--- src/bcce_defs.vh ---
/*
 * constants for the branch/call/clear/complement/watchdog-clear executor:
 * opcode patterns, phase codes, access-bank layout and reset values.
 * assumes plain Verilog-2005 includers.
 */
`ifndef BCCE_DEFS_VH
`define BCCE_DEFS_VH
// =====================================================================
// opcode patterns
`define BCCE_OP_BZ_HI      8'hE0
`define BCCE_OP_BOV_HI     8'hE4
`define BCCE_OP_CALL_HI7   7'h76
`define BCCE_OP_CALL2_HI4  4'hF
`define BCCE_OP_CLEAR_FILE_REGISTER_HI7   7'h35
`define BCCE_OP_INVERT_FILE_REGISTER_HI6   6'h07
`define BCCE_OP_CLEAR_WATCHDOG_INSTR     16'h0004
// =====================================================================
// field positions
`define BCCE_BIT_SAVE      8
`define BCCE_BIT_ACCESS    8
`define BCCE_BIT_DEST      9
`define BCCE_FLAG_N        4
`define BCCE_FLAG_OV       3
`define BCCE_FLAG_Z        2
// =====================================================================
// phase codes, one-hot
`define BCCE_Q1            4'h1
`define BCCE_Q2            4'h2
`define BCCE_Q3            4'h4
`define BCCE_Q4            4'h8
// =====================================================================
// access bank: low half maps to bank 0, high half to bank F
`define BCCE_ACC_SPLIT     8'h80
`define BCCE_ACC_HI_BANK   4'hF
`define BCCE_PC_RESET      21'h000000
`define BCCE_WORD_STEP     21'h000002
`define BCCE_CALL_RET_STEP 21'h000004
`define BCCE_ZERO_BYTE     8'h00
`endif

--- src/bcce_phase_gen.v ---
/*
 * four-phase sequencer: rotates Q1..Q4 one clock each.
 * assumes one clock and a synchronous active-low reset.
 */
`default_nettype none
`include "bcce_defs.vh"
module bcce_phase_gen (
   input  wire       clock_in,   // core clock
   input  wire       rst_n_in,   // sync reset, low
   output wire [3:0] phase_out   // one-hot Q1..Q4
);
   reg [3:0] phase_reg;
   reg [3:0] phase_next;
   always @* begin
      case (phase_reg)
         `BCCE_Q1: phase_next = `BCCE_Q2;
         `BCCE_Q2: phase_next = `BCCE_Q3;
         `BCCE_Q3: phase_next = `BCCE_Q4;
         `BCCE_Q4: phase_next = `BCCE_Q1;
         default:  phase_next = `BCCE_Q1;
      endcase
   end
   always @(posedge clock_in) begin
      if (!rst_n_in) begin
         phase_reg <= `BCCE_Q1;
      end else begin
         phase_reg <= phase_next;
      end
   end
   assign phase_out = phase_reg;
endmodule // bcce_phase_gen
`default_nettype wire

--- src/bcce_bank_addr.v ---
/*
 * data address former: access bank or bank select register.
 * assumes 12-bit data address space, combinational only.
 */
`default_nettype none
`include "bcce_defs.vh"
module bcce_bank_addr (
   input  wire        access_in,   // 0 access bank, 1 bank select
   input  wire [3:0]  bank_in,     // bank select value
   input  wire [7:0]  offset_in,   // f field
   output reg  [11:0] addr_out     // full data address
);
   always @* begin
      if (access_in) begin
         addr_out = {bank_in, offset_in};
      end else if (offset_in < `BCCE_ACC_SPLIT) begin
         addr_out = {4'h0, offset_in};
      end else begin
         addr_out = {`BCCE_ACC_HI_BANK, offset_in};
      end
   end
endmodule // bcce_bank_addr
`default_nettype wire

--- src/bcce_exec.v ---
/*
 * executor for zero/overflow branches, two-word call with shadow save,
 * clear-register, complement-register and watchdog-clear.
 * assumes program memory answers a word address within the same instruction
 * cycle (word ready by Q1 after fetch) and data memory reads combinationally.
 */
`default_nettype none
`include "bcce_defs.vh"
// Function
// - zero-flag branch, opcode E0, redirects only when zero flag is one
// - taken target is incremented pc plus twice signed offset
// - branch one cycle untaken, two taken; pc written in Q4, then idle
// - overflow branch jumps when overflow set, else continues at here plus two
// - overflow branch decoded from upper byte E4 with signed low offset
// - call pushes call address plus four onto stack top
// - save bit copies accumulator, flags, bank select into shadows
// - call literal loads pc bits 20 through 1
// - call first word 1110110s with k7:0, second 1111 with k19:8
// - call two cycles: push in Q3, pc steps to word two in Q4; high literal and pc write in second Q4
// - clear-register writes zero to location in one cycle
// - access bit zero picks access bank, one picks bank select
// - watchdog-clear zeroes watchdog counter and postscaler
// - watchdog-clear encoding 0004 sets both low-active flags to one
// - complement goes to accumulator if dest zero, else to location
// - complement opcode 000111da updates negative and zero, one cycle
module bcce_exec (
   input  wire        clock_in,         // core clock, 40 MHz
   input  wire        rst_n_in,         // sync reset, low
   output wire [20:0] prog_addr_out,    // program word byte address
   input  wire [15:0] prog_word_in,     // program word at prog_addr_out
   output wire [11:0] data_addr_out,    // data memory address
   input  wire [7:0]  data_rd_in,       // data memory read value
   output reg  [7:0]  data_wr_out,      // data memory write value
   output reg         data_we_out,      // data write strobe, one cycle
   output reg  [20:0] stack_top_out,    // pushed return address
   output reg         stack_push_out,   // push strobe, one cycle
   output wire [7:0]  accumulator_out,  // accumulator
   output wire [7:0]  flags_out,        // flags register
   output wire [3:0]  bank_sel_reg_out, // bank select register
   input  wire        flags_we_in,      // external flags load
   input  wire [7:0]  flags_wdata_in,   // external flags value
   input  wire        bank_we_in,       // external bank select load
   input  wire [3:0]  bank_wdata_in,    // external bank select value
   output reg  [7:0]  accum_shadow_out, // accumulator shadow
   output reg  [7:0]  flags_shadow_out, // flags shadow
   output reg  [3:0]  bank_sel_shadow_out, // bank select shadow
   output reg         wdt_clear_out,    // watchdog counter+postscaler clear
   output reg         expiry_flag_low_out, // timeout flag, low active
   output reg         sleep_flag_low_out,  // power-down flag, low active
   input  wire        wdt_expire_in,    // watchdog timed out (same clock)
   input  wire        sleep_entry_in,   // core entered sleep (same clock)
   output wire [3:0]  phase_out         // current phase, one-hot
);
   // ==================================================================
   // states
   localparam [2:0] ST_EXEC  = 3'b001;
   localparam [2:0] ST_FLUSH = 3'b010;
   localparam [2:0] ST_CALL2 = 3'b100;

   reg  [20:0] pc_reg;
   reg  [20:0] pc_next;
   reg  [15:0] ir_reg;
   reg  [2:0]  state_reg;
   reg  [2:0]  state_next;
   reg  [7:0]  accum_reg;
   reg  [7:0]  flags_reg;
   reg  [3:0]  bank_reg;
   reg  [7:0]  klow_reg;
   wire [3:0]  phase;
   wire [7:0]  inverted;

   bcce_phase_gen u_phase (
      .clock_in  (clock_in),
      .rst_n_in  (rst_n_in),
      .phase_out (phase)
   );

   bcce_bank_addr u_addr (
      .access_in (ir_reg[`BCCE_BIT_ACCESS]),
      .bank_in   (bank_reg),
      .offset_in (ir_reg[7:0]),
      .addr_out  (data_addr_out)
   );

   // ==================================================================
   // decode helpers
   function is_bz;
      input [15:0] w;
      is_bz = (w[15:8] == `BCCE_OP_BZ_HI);
   endfunction
   function is_bov;
      input [15:0] w;
      is_bov = (w[15:8] == `BCCE_OP_BOV_HI);
   endfunction
   function [20:0] rel_target;
      input [20:0] pc_inc;
      input [7:0]  n;
      rel_target = pc_inc + {{12{n[7]}}, n, 1'b0};
   endfunction

   wire op_call  = (ir_reg[15:9] == `BCCE_OP_CALL_HI7);
   wire op_clear_file_register  = (ir_reg[15:9] == `BCCE_OP_CLEAR_FILE_REGISTER_HI7);
   wire op_invert_file_register  = (ir_reg[15:10] == `BCCE_OP_INVERT_FILE_REGISTER_HI6);
   wire op_clrwd = (ir_reg == `BCCE_OP_CLEAR_WATCHDOG_INSTR);
   wire br_taken = (is_bz(ir_reg) && flags_reg[`BCCE_FLAG_Z])
                || (is_bov(ir_reg) && flags_reg[`BCCE_FLAG_OV]);
   wire active   = (state_reg == ST_EXEC);

   assign inverted = ~data_rd_in;
   // during call's second word the program address is the address of word two, which holds the literal
   assign prog_addr_out = pc_reg;
   assign accumulator_out  = accum_reg;
   assign flags_out        = flags_reg;
   assign bank_sel_reg_out = bank_reg;
   assign phase_out        = phase;

   // ==================================================================
   // pc and state sequencing
   always @* begin
      pc_next    = pc_reg;
      state_next = state_reg;
      case (state_reg)
         ST_EXEC: begin
            if (phase == `BCCE_Q4) begin
               if (br_taken) begin
                  // offset applies to the incremented pc, flush adds nothing
                  pc_next    = rel_target(pc_reg + `BCCE_WORD_STEP, ir_reg[7:0]);
                  state_next = ST_FLUSH;
               end else if (op_call) begin
                  // step onto word two so its literal is on the bus next cycle
                  pc_next    = pc_reg + `BCCE_WORD_STEP;
                  state_next = ST_CALL2;
               end else begin
                  pc_next = pc_reg + `BCCE_WORD_STEP;
               end
            end
         end
         ST_CALL2: begin
            // word two is on prog_word_in here; load literal k19:0
            if (phase == `BCCE_Q4) begin
               pc_next    = {prog_word_in[11:0], klow_reg, 1'b0};
               state_next = ST_EXEC;
            end
         end
         ST_FLUSH: begin
            if (phase == `BCCE_Q4) begin
               state_next = ST_EXEC;
            end
         end
         default: begin
            state_next = ST_EXEC;
         end
      endcase
   end

   always @(posedge clock_in) begin
      if (!rst_n_in) begin
         pc_reg    <= `BCCE_PC_RESET;
         state_reg <= ST_EXEC;
         ir_reg    <= 16'h0000;
         klow_reg  <= 8'h00;
      end else begin
         pc_reg    <= pc_next;
         state_reg <= state_next;
         if (phase == `BCCE_Q1 && state_next == ST_EXEC && state_reg == ST_EXEC) begin
            ir_reg <= prog_word_in;
         end else if (phase == `BCCE_Q1 && state_reg != ST_EXEC) begin
            ir_reg <= 16'h0000;
         end
         if (active && op_call && phase == `BCCE_Q2) begin
            klow_reg <= ir_reg[7:0];
         end
      end
   end

   // ==================================================================
   // data path, flags, shadows, watchdog
   always @(posedge clock_in) begin
      if (!rst_n_in) begin
         accum_reg           <= 8'h00;
         flags_reg           <= 8'h00;
         bank_reg            <= 4'h0;
         data_wr_out         <= 8'h00;
         data_we_out         <= 1'b0;
         stack_top_out       <= `BCCE_PC_RESET;
         stack_push_out      <= 1'b0;
         accum_shadow_out    <= 8'h00;
         flags_shadow_out    <= 8'h00;
         bank_sel_shadow_out <= 4'h0;
         wdt_clear_out       <= 1'b0;
         expiry_flag_low_out <= 1'b1;
         sleep_flag_low_out  <= 1'b1;
      end else begin
         data_we_out    <= 1'b0;
         stack_push_out <= 1'b0;
         wdt_clear_out  <= 1'b0;
         if (bank_we_in) begin
            bank_reg <= bank_wdata_in;
         end
         if (flags_we_in) begin
            flags_reg <= flags_wdata_in;
         end
         if (wdt_expire_in) begin
            expiry_flag_low_out <= 1'b0;
         end
         if (sleep_entry_in) begin
            sleep_flag_low_out <= 1'b0;
         end
         if (active && phase == `BCCE_Q3 && op_clrwd) begin
            wdt_clear_out       <= 1'b1;
            expiry_flag_low_out <= 1'b1;
            sleep_flag_low_out  <= 1'b1;
         end
         if (active && phase == `BCCE_Q3 && op_call) begin
            // pc still holds the call address in this cycle
            stack_top_out  <= pc_reg + `BCCE_CALL_RET_STEP;
            stack_push_out <= 1'b1;
            if (ir_reg[`BCCE_BIT_SAVE]) begin
               accum_shadow_out    <= accum_reg;
               flags_shadow_out    <= flags_reg;
               bank_sel_shadow_out <= bank_reg;
            end
         end
         if (active && phase == `BCCE_Q4 && op_clear_file_register) begin
            data_wr_out <= `BCCE_ZERO_BYTE;
            data_we_out <= 1'b1;
         end
         if (active && phase == `BCCE_Q4 && op_invert_file_register) begin
            if (ir_reg[`BCCE_BIT_DEST]) begin
               data_wr_out <= inverted;
               data_we_out <= 1'b1;
            end else begin
               accum_reg <= inverted;
            end
            flags_reg[`BCCE_FLAG_N] <= inverted[7];
            flags_reg[`BCCE_FLAG_Z] <= (inverted == `BCCE_ZERO_BYTE);
         end
      end
   end
endmodule // bcce_exec
`default_nettype wire

--- config.mk ---
export PLATFORM = sky130hd
export DESIGN_NAME = bcce_exec
export DESIGN_NICKNAME = d
export VERILOG_FILES = /design/src/bcce_phase_gen.v /design/src/bcce_bank_addr.v /design/src/bcce_exec.v
export VERILOG_INCLUDE_DIRS = /design/src
export SDC_FILE = /design/constraint.sdc
export NUM_CORES = 1
export LEC_CHECK = 0
export ABC_AREA = 1
export BUFFER_PORTS_ARGS = -buffer_cell sky130_fd_sc_hd__clkbuf_2
export CELL_PAD_IN_SITES_DETAIL_PLACEMENT = 1
export CELL_PAD_IN_SITES_GLOBAL_PLACEMENT = 1
export CORE_UTILIZATION = 41
export CTS_CLUSTER_SIZE = 30
export DETAILED_ROUTE_END_ITERATION = 10
export PLACE_DENSITY = 0.85
export SYNTH_ARGS = -nofsm -noshare
export SYNTH_HDL_FRONTEND = slang
export SYNTH_SLANG_ARGS = --single-unit
--- constraint.sdc ---
create_clock -name clock_in -period 8.2 [get_ports clock_in]
set_input_delay 1.64 -clock clock_in [delete_from_list [all_inputs] [get_ports clock_in]]
set_output_delay 1.64 -clock clock_in [all_outputs]
set_load 0.05 [all_outputs]
==> results.json, run 1 <==
{
  "outcome": "finished, final reports clean",
  "dieArea_um2": 17280,
  "seq_area_frac_synth_pct": 36.14,
  "cts-htree-levels": 4,
  "start_util_pct": 42.62,
  "ys_ff_latch": 124,
  "skew_ns": 0.005449,
  "path_class": "reg -> reg",
  "hold_viol_final": 0,
  "cts_tree": "yes",
  "hp-start": "sleep_flag_low_out$_SDFFE_PP1P_",
  "pre_cts_slack_ns": 4.170,
  "final_common_cell": "nand2_1",
  "syn_area_um2": 6869,
  "rows": 46,
  "rrSetupSlack_ns": 4.37,
  "tns_ns": 0,
  "critPathCaptureType": "register",
  "netlist_instances": 1010,
  "final_area_um2": 8212,
  "first_pass_iters": 5,
  "r2r_start": "prog_addr_out[3]$_SDFFE_PN0P_",
  "via_per_inst": 5.445,
  "max_slew_margin_pct": 35.42,
  "setup_violations": 0,
  "dpl_cell_area_um2": 7662,
  "nNetsFinal": 1204,
  "syn_area_per_cell_um2": 6.801,
  "timing_worst_slew_pin_value_ns": 0.9673,
  "synth_edf_count": 0,
  "reg2reg_to": "prog_addr_out[18]$_SDFFE_PN0P_",
  "final_cell_mix": "199 x nand2_1, 150 x clkbuf_2, 132 x a21oi_1",
  "fillers": 2190,
  "clk_pin_slew_ns": 0.06,
  "grt_pass1_wl_um": 40300,
  "drive_gt1_share_pct": 18.10,
  "cp_max_fo": 5,
  "diodes": 0,
  "grt_max_degree": 69,
  "cts_num_sinks": 124,
  "via_count": 7433,
  "fmax_mhz": 261.0,
  "post_cts_buffers": 0,
  "cts-root-buf": "clkbuf_16",
  "clk_path_buf_depth": 2,
  "synth-async-reset-ratio_pct": 0,
  "drv_slew": 0,
  "multi_input_area_um2": 3690,
  "fin_crit_sh_pct": 46.72,
  "final_antenna_net_count": 0,
  "ys_warn_count": 0,
  "min_path_cells": 2,
  "grt_overflow": 0,
  "cts.hold.buffers_added": 0,
  "yosysUniqueCellTypes": 41,
  "wl_um": 25150,
  "syn2layout_area_growth_pct": 19.54,
  "dieWidth_um": 131.4,
  "period_needed_ns": 3.831,
  "cp.arrival_ns": 4.19,
  "clkLatencyLatePin_ns": 0.43,
  "required_ns": 8.56,
  "seq_area_um2": 2482,
  "synth_ff_type": "dfxtp_1",
  "place_congestion": 0.8838,
  "drt-wirelength-per-cell_um": 18.42,
  "track_usage_pct": 29.67,
  "setup.worst_path.start_class": "register",
  "hold_end": "sleep_flag_low_out$_SDFFE_PP1P_",
  "drtIter0Drc": 392,
  "power_density_nw_per_um2": 196.6,
  "grt_pass1_vias": 7540,
  "vdd_drop_max_v": 0.0001438,
  "fp.coreArea_um2": 16120,
  "setup_slack_ns": 4.369,
  "hpwl_um": 18540,
  "antenna_found_initial": 0,
  "rsz0062_at_grt": "false",
  "io_pins": 153,
  "hold_path_class": "reg -> reg",
  "cts_buffers": 17,
  "power_leakage_nw": 4.080,
  "die_y_um": 131.4,
  "cts_resized": 0,
  "drc_errors": 0,
  "io_buffer_count": 150,
  "maxCapViolCount": 0,
  "r2r.worst_path.cells": 18
}
## synthesized netlist by cell type (all sizes together) (4+ instances only)
cell    number  area share (%)
xnor2        6            0.77
nor4         5            0.67
buf         27             2.6
ha          25             4.6
o21ai       84             6.1
nand3       68             5.0
nand4       13             1.2
o21bai       5            0.55
dfxtp      124              36
or2          5            0.46
inv        114             6.2
nor3        17             1.8
a21o         5            0.55
nand3b       4            0.44
nor2       114             6.3
a21oi      132             9.6
clkbuf      21             1.2
nand2      202              11
xor2        21             2.7
## power by group
group          internal (mW)  leakage, nW  switching, mW  total [mW]
clock                  0.416        0.252          0.293       0.709
combinational         0.0651         2.82          0.188       0.253
sequential             0.624         1.01         0.0288       0.653
## how the worst max path moves through the flow
stage,startpoint,endpoint,slack (ns),cells after the start
global placement,rst_n_in,stack_top_out[19]$_SDFFE_PN0P_,4.28,8
global route,prog_addr_out[3]$_SDFFE_PN0P_,prog_addr_out[18]$_SDFFE_PN0P_,4.11,18
CTS,prog_addr_out[3]$_SDFFE_PN0P_,prog_addr_out[18]$_SDFFE_PN0P_,4.43,18
floorplan,bank_sel_reg_out[0]$_SDFFE_PN0P_,data_addr_out[8],4.71,2
detailed placement,rst_n_in,stack_top_out[15]$_SDFFE_PN0P_,4.17,8
finish,prog_addr_out[3]$_SDFFE_PN0P_,prog_addr_out[18]$_SDFFE_PN0P_,4.37,18
## worst max-delay path, cell delays in order (launching register included)
cell,delay (ns)
dfxtp_1,0.46
ha_1,0.28
nand3_1,0.17
nor2_1,0.25
nand2_1,0.14
xor2_1,0.19
o21ai_0,0.39
inv_1,0.15
ha_1,0.38
nand2_1,0.09
inv_1,0.08
nand2_1,0.07
nor3_1,0.38
nand3_1,0.14
nand3_1,0.22
a21oi_1,0.10
o21ai_0,0.09
nand2_1,0.08
a21oi_1,0.12
## area by class of cell
class                   count  share of cell area, %
flip-flops and latches    124                  30.23
multi-input cells         722                  44.93
inverters                 117                  5.348
well taps                 216                  3.291
clock buffers              19                  5.272
clock inverters            13                  1.417
repair buffers            154                  9.508
## through the flow
| step | hold slack (ns) | power (mW) | util, % | std cells |
|---|---|---|---|---|
| after floorplan | 0.4585 | 0.8451 | - | 1011 |
| after global placement | 0.4450 | 0.9083 | 47.55 | 1333 |
| after detailed placement | 0.4555 | 0.9149 | 47.55 | 1333 |
| after CTS | 0.4715 | 1.617 | 50.96 | 1365 |
| after global routing | 0.4918 | 1.672 | 50.96 | 1365 |
| final | 0.4659 | 1.614 | 50.96 | 1365 |
## metal layers
metal / up-vias / routed length, µm / track usage [%]
li1: 3570 / - / -
met1: 3578 / 11090 / 37.30
met2: 231 / 11980 / 49.94
met3: 54 / 1358 / 4.977
met4: 0 / 723 / 12.53
met5: - / 0 / 0
## cell families after synthesis
family	Yosys count	synth area share, %
xor+xnor	27	3.443
simple gates	429	27.03
flops	124	36.14
other cells	1	0.05459
buf+inv	165	10.20
fa+ha+maj	26	4.845
compound gates	238	18.29
Note: power is estimated with default switching activity, not from simulation.
==> run 2, diff against run 1 <==
--- a/config.mk
+++ b/config.mk
@@ -10,10 +10,10 @@
 export BUFFER_PORTS_ARGS = -buffer_cell sky130_fd_sc_hd__clkbuf_2
 export CELL_PAD_IN_SITES_DETAIL_PLACEMENT = 1
 export CELL_PAD_IN_SITES_GLOBAL_PLACEMENT = 1
-export CORE_UTILIZATION = 41
+export CORE_UTILIZATION = 38
 export CTS_CLUSTER_SIZE = 30
 export DETAILED_ROUTE_END_ITERATION = 10
-export PLACE_DENSITY = 0.85
+export PLACE_DENSITY = 0.8
 export SYNTH_ARGS = -nofsm -noshare
 export SYNTH_HDL_FRONTEND = slang
 export SYNTH_SLANG_ARGS = --single-unit
==> constraint.sdc (replaced) <==
create_clock -name clock_in -period 3.6 [get_ports clock_in]
set_input_delay 0.72 -clock clock_in [delete_from_list [all_inputs] [get_ports clock_in]]
set_output_delay 0.72 -clock clock_in [all_outputs]
set_load 0.05 [all_outputs]
==> results.json, run 2 (synthesized netlist as in run 1, its figures left out) <==
{
  "outcome": "finished, final reports clean",
  "skew_ns": 0.009344,
  "cp.depth": 21,
  "final_common_cell": "nand2_1",
  "cp_slowest_cell": "dfxtp_2",
  "p_comb_share_pct": 15.1,
  "track_usage_pct": 27.98,
  "drv_slew": 0,
  "reg2reg_to": "prog_addr_out[20]$_SDFFE_PN0P_",
  "path_class": "reg -> reg",
  "clkLatencyLatePin_ns": 0.42,
  "hold_path_class": "reg -> reg",
  "cts-htree-levels": 4,
  "final_area_um2": 8406,
  "utilization_pct": 48.10,
  "drtIter0Drc": 466,
  "clk_path_buf_depth": 2,
  "grt_pass1_vias": 7588,
  "start_util_pct": 39.30,
  "grt_pass1_wl_um": 39610,
  "grt_max_degree": 68,
  "cts_num_sinks": 124,
  "cp_max_fo": 5,
  "min_path_cells": 2,
  "setup.worst_path.start_class": "register",
  "cts-root-buf": "clkbuf_16",
  "timing_worst_slew_pin_value_ns": 0.7048,
  "power.total_mw": 3.813,
  "fin_crit_sh_pct": 91.35,
  "dieWidth_um": 136.5,
  "first_pass_iters": 4,
  "crit_top_cell": "nand3_1",
  "r2r.worst_path.cells": 21,
  "setup_violations": 0,
  "final_cell_mix": "199 x nand2_1, 150 x clkbuf_2, 131 x a21oi_1",
  "power_leakage_nw": 4.199,
  "dieArea_um2": 18620,
  "die_y_um": 136.5,
  "cp.arrival_ns": 3.63,
  "crit_start": "prog_addr_out[3]$_SDFFE_PN0P_",
  "critPathCaptureType": "register",
  "crit_path_end": "prog_addr_out[20]$_SDFFE_PN0P_",
  "wl_um": 25170,
  "grt_overflow": 0,
  "hold_viol_final": 0,
  "clk_pin_slew_ns": 0.06,
  "p_int_mw": 2.624,
  "max_slew_margin_pct": 52.65,
  "required_ns": 3.95,
  "maxCapViolCount": 0,
  "via_count": 7402,
  "final_antenna_net_count": 0,
  "antenna_found_initial": 0,
  "diodes": 0,
  "drc_errors": 0,
  "cpLargestDelayFamily": "simple AND/OR/NAND/NOR gates",
  "place_congestion": 0.9056,
  "rows": 48,
  "cp_cell_sequence": "ha_2 -> nand3_1 -> nor2_2 -> nand3_1 -> xor2_1 -> nand2_1 -> o21a_1 -> inv_1 -> ha_1 -> nand2_1 -> nor2_2 -> inv_1 -> nor2_1 -> nand3_1 -> nand3_1 -> nand2_1 -> nand3_1 -> nand2_1 -> nand3_1 -> nand2_1 -> a21oi_1",
  "drt-wirelength-per-cell_um": 18.12,
  "hpwl_um": 18770,
  "vdd_drop_max_v": 0.0003754,
  "slowest_delay_ns": 0.37,
  "io_pins": 153,
  "path_buf_inv": 2,
  "p_sw_share_pct": 31.17,
  "cts_tree": "yes",
  "rrSetupSlack_ns": 0.31,
  "power_density_nw_per_um2": 453.6,
  "fp.coreArea_um2": 17480,
  "switchingPower_mw": 1.189,
  "via_per_inst": 5.329,
  "tns_ns": 0,
  "cts_buffers": 17,
  "period_needed_ns": 3.289,
  "fmax_mhz": 304.1,
  "io_buffer_count": 150,
  "p_clk_share_pct": 46.0,
  "drive_gt1_share_pct": 19.93,
  "dp_cells": 1356,
  "dpl_cell_area_um2": 7779,
  "seqPwrFrac_pct": 38.9,
  "nNetsFinal": 1219,
  "final_cell_count_no_fill": 1389,
  "r2r_start": "prog_addr_out[3]$_SDFFE_PN0P_",
  "syn2layout_area_growth_pct": 22.37
}
run 2: changes by cell type in the layout (fill, tap and decap cells not counted), sizes merged:
cell and change:
bufinv +1, clkinvlp -5, clkinv +4, buf +15, inv +1, clkbuf -1
run 2: worst reg2reg max path, cell delays in order, from the launching register on:
cell and delay [ns]:
dfxtp_2 0.37, ha_2 0.23, nand3_1 0.18, nor2_2 0.21, nand3_1 0.12, xor2_1 0.18, nand2_1 0.07, o21a_1 0.13
inv_1 0.06, ha_1 0.36, nand2_1 0.16, nor2_2 0.21, inv_1 0.06, nor2_1 0.16, nand3_1 0.12, nand3_1 0.10
nand2_1 0.07, nand3_1 0.10, nand2_1 0.08, nand3_1 0.08, nand2_1 0.05, a21oi_1 0.12
run 2: routing by layer:
layer	up-vias	routed length (µm)	GRT usage, %
li1	3584	-	-
met1	3563	10860	33.72
met2	202	12160	47.46
met3	53	1326	5.928
met4	0	816	12.59
met5	-	0	0
run 2: power groups by stage:
stage                     clock network (mW)  registers [mW]  logic (mW)
after detailed placement                   0            1.51       0.574
after CTS                               1.78            1.48       0.578
after global routing                    1.83            1.49       0.627
after floorplan                            0            1.56       0.367
after global placement                     0            1.51       0.560
final                                   1.75            1.48       0.577
run 2: worst min path at each step:
stage / startpoint / to / slack [ns]
6_report: data_wr_out[3]$_SDFF_PN0_ / data_wr_out[3]$_SDFF_PN0_ / 0.47
5_1_grt: wdt_expire_in / expiry_flag_low_out$_SDFFE_PP1P_ / 0.48
4_1_cts: wdt_expire_in / expiry_flag_low_out$_SDFFE_PP1P_ / 0.46
3_5_place_dp: data_wr_out[3]$_SDFF_PN0_ / data_wr_out[3]$_SDFF_PN0_ / 0.46
3_3_place_gp: bank_sel_shadow_out[0]$_SDFFE_PN0P_ / bank_sel_shadow_out[0]$_SDFFE_PN0P_ / 0.45
2_1_floorplan: ir_reg[8]$_SDFFE_PN0P_ / ir_reg[8]$_SDFFE_PN0P_ / 0.46
run 2: area by class of cell:
cell class | count | area (µm²)
Timing Repair Buffer | 169 | 893.4
Sequential cell | 124 | 2485
Multi-Input combinational cell | 722 | 3706
Fill cell | 2311 | 9071
Inverter | 117 | 439.2
Clock inverter | 14 | 161.4
Clock buffer | 18 | 439.2
Tap cell | 225 | 281.5
run 2: what timing repair did:
action / CTS / global route
setup buffers: 0 / 1
resized for setup: 0 / 8
hold buffers: 0 / 0
endpoints found under the setup margin: 0 / 2
run 2: stage by stage:
stage,hold WS (ns),worst slack [ns]
global route,0.4837,-0.01124
finish,0.4662,0.3112
global placement,0.4481,0.3746
detailed placement,0.4588,0.2803
CTS,0.4625,0.2297
floorplan,0.4585,0.3701
==> run 3, diff against run 2 <==
--- a/config.mk
+++ b/config.mk
@@ -14,6 +14,7 @@
 export CTS_CLUSTER_SIZE = 30
 export DETAILED_ROUTE_END_ITERATION = 10
 export PLACE_DENSITY = 0.8
+export REMOVE_ABC_BUFFERS = 1
 export SYNTH_ARGS = -nofsm -noshare
 export SYNTH_HDL_FRONTEND = slang
 export SYNTH_SLANG_ARGS = --single-unit
==> results.json, run 3 (synthesized netlist as in run 1, its figures left out) <==
{
  "outcome": "finished, final reports clean",
  "grt_max_degree": 68,
  "pre_cts_slack_ns": 0.2086,
  "path_buf_inv": 2,
  "post_cts_buffers": 0,
  "grt_pass1_wl_um": 39140,
  "via_count": 7437,
  "cp_max_fo": 5,
  "cts-root-buf": "clkbuf_16",
  "slowest_delay_ns": 0.44,
  "maxCapViolCount": 0,
  "clk_pin_slew_ns": 0.06,
  "power_leakage_nw": 4.201,
  "fmax_mhz": 297.2,
  "io_pins": 153,
  "drv_slew": 0,
  "power_density_nw_per_um2": 469.2,
  "cts_buffers": 17,
  "hold_path_class": "reg -> reg",
  "cts_num_sinks": 124,
  "dieWidth_um": 136.5,
  "dieArea_um2": 18620,
  "start_util_pct": 39.30,
  "tns_ns": 0,
  "cp_cell_sequence": "ha_2 -> nand3_1 -> nor3_2 -> xnor2_1 -> nand2_1 -> o21ai_0 -> inv_1 -> ha_1 -> nand2_1 -> inv_1 -> nand2_1 -> nor3_1 -> nand3_1 -> nand3_1 -> a21oi_1 -> o21ai_0 -> nand2_1 -> a21oi_1",
  "vdd_drop_max_v": 0.0003952,
  "fin_crit_sh_pct": 93.48,
  "syn2layout_area_growth_pct": 22.68,
  "final_cell_mix": "199 x nand2_1, 150 x clkbuf_2, 132 x a21oi_1",
  "drive_gt1_share_pct": 19.54,
  "cp_slowest_cell": "dfxtp_1",
  "via_per_inst": 5.362,
  "timing_worst_slew_pin_value_ns": 0.9560,
  "rsz0062_at_grt": "false",
  "cp.arrival_ns": 3.72,
  "max_slew_margin_pct": 36.18,
  "track_usage_pct": 27.73,
  "wl_um": 25370,
  "diodes": 0,
  "critPathCaptureType": "register",
  "die_y_um": 136.5,
  "drc_errors": 0,
  "cpLargestDelayFamily": "simple AND/OR/NAND/NOR gates",
  "io_buffer_count": 150,
  "cts_tree": "yes",
  "grt_pass1_vias": 7274,
  "place_congestion": 0.8595,
  "drt-wirelength-per-cell_um": 18.29,
  "period_needed_ns": 3.365,
  "hold_viol_final": 0,
  "clkLatencyLatePin_ns": 0.43,
  "fp.coreArea_um2": 17480,
  "final_common_cell": "nand2_1",
  "crit_top_cell": "nand2_1",
  "setup_slack_ns": 0.2348,
  "path_class": "reg -> reg",
  "first_pass_iters": 4,
  "cts-htree-levels": 4,
  "setup.worst_path.start_class": "register",
  "nNetsFinal": 1217,
  "hpwl_um": 18810,
  "rows": 48,
  "grt_overflow": 0,
  "drtIter0Drc": 446,
  "clk_path_buf_depth": 2,
  "skew_ns": 0.01185,
  "required_ns": 3.95,
  "antenna_found_initial": 0,
  "final_antenna_net_count": 0,
  "setup_violations": 0
}
==> run 3: cell types whose count changed in the layout (fill, tap and decap cells not counted), sizes merged <==
cell / change
buf: -2
bufinv: +2
clkbuf: -1
clkinv: -3
clkinvlp: +1
inv: +1
==> run 3: metrics by stage <==
stage / power (mW) / cells / util, % / hold WS (ns) / area [µm²]
floorplan: 1.885 / 963 / - / 0.4585 / 6611
finish: 3.954 / 1387 / 48.22 / 0.4695 / 8427
global placement: 2.076 / 1355 / 44.47 / 0.4454 / 7771
global route: 4.073 / 1387 / 48.22 / 0.4706 / 8427
detailed placement: 2.090 / 1355 / 44.47 / 0.4569 / 7771
CTS: 3.970 / 1387 / 48.11 / 0.4731 / 8408
==> run 3: final timing paths <==
kind | startpoint | to | slack [ns] | cells past startpoint
setup reg to reg | prog_addr_out[3]$_SDFFE_PN0P_ | prog_addr_out[18]$_SDFFE_PN0P_ | 0.23 | 18
hold / removal | data_wr_out[5]$_SDFF_PN0_ | data_wr_out[5]$_SDFF_PN0_ | 0.47 | 2
setup / recovery | prog_addr_out[3]$_SDFFE_PN0P_ | prog_addr_out[18]$_SDFFE_PN0P_ | 0.23 | 18
hold reg to reg | data_wr_out[5]$_SDFF_PN0_ | data_wr_out[5]$_SDFF_PN0_ | 0.47 | 2
==> run 3: what timing repair did <==
action	4_1_cts	5_1_grt
endpoints found under the setup margin	0	5
resized for setup	0	7
endpoints found under the hold margin	0	0
hold buffers	0	0
==> run 3: per-layer routing <==
metal	global-route usage, %	share of wire, %	vias to the layer above
li1	-	-	3585
met1	36.74	45	3622
met2	45.35	47	195
met3	4.474	5.0	35
met4	9.506	2.3	0
met5	0	0	-
==> run 3: worst register-to-register path, cell delays in order, from the launching register on <==
cell,delay (ns)
dfxtp_1,0.44
ha_2,0.27
nand3_1,0.20
nor3_2,0.24
xnor2_1,0.20
nand2_1,0.08
o21ai_0,0.17
inv_1,0.13
ha_1,0.36
nand2_1,0.07
inv_1,0.09
nand2_1,0.07
nor3_1,0.29
nand3_1,0.13
nand3_1,0.17
a21oi_1,0.09
o21ai_0,0.10
nand2_1,0.09
a21oi_1,0.12
==> run 3: layout make-up <==
| class | count | area, µm² |
|---|---|---|
| Timing Repair Buffer | 167 | 878.3 |
| Fill cell | 2332 | 9050 |
| Inverter | 117 | 439.2 |
| Multi-Input combinational cell | 722 | 3709 |
| Sequential cell | 124 | 2482 |
| Clock inverter | 15 | 211.5 |
| Clock buffer | 17 | 425.4 |
| Tap cell | 225 | 281.5 |
==> run 3: report_power, final <==
group          total (mW)  leakage (nW)  internal, mW  switching (mW)
logic               0.570          2.89         0.150           0.420
registers            1.50          1.01          1.42          0.0767
clock network        1.89         0.308          1.17           0.712
total                3.95          4.20          2.74            1.21
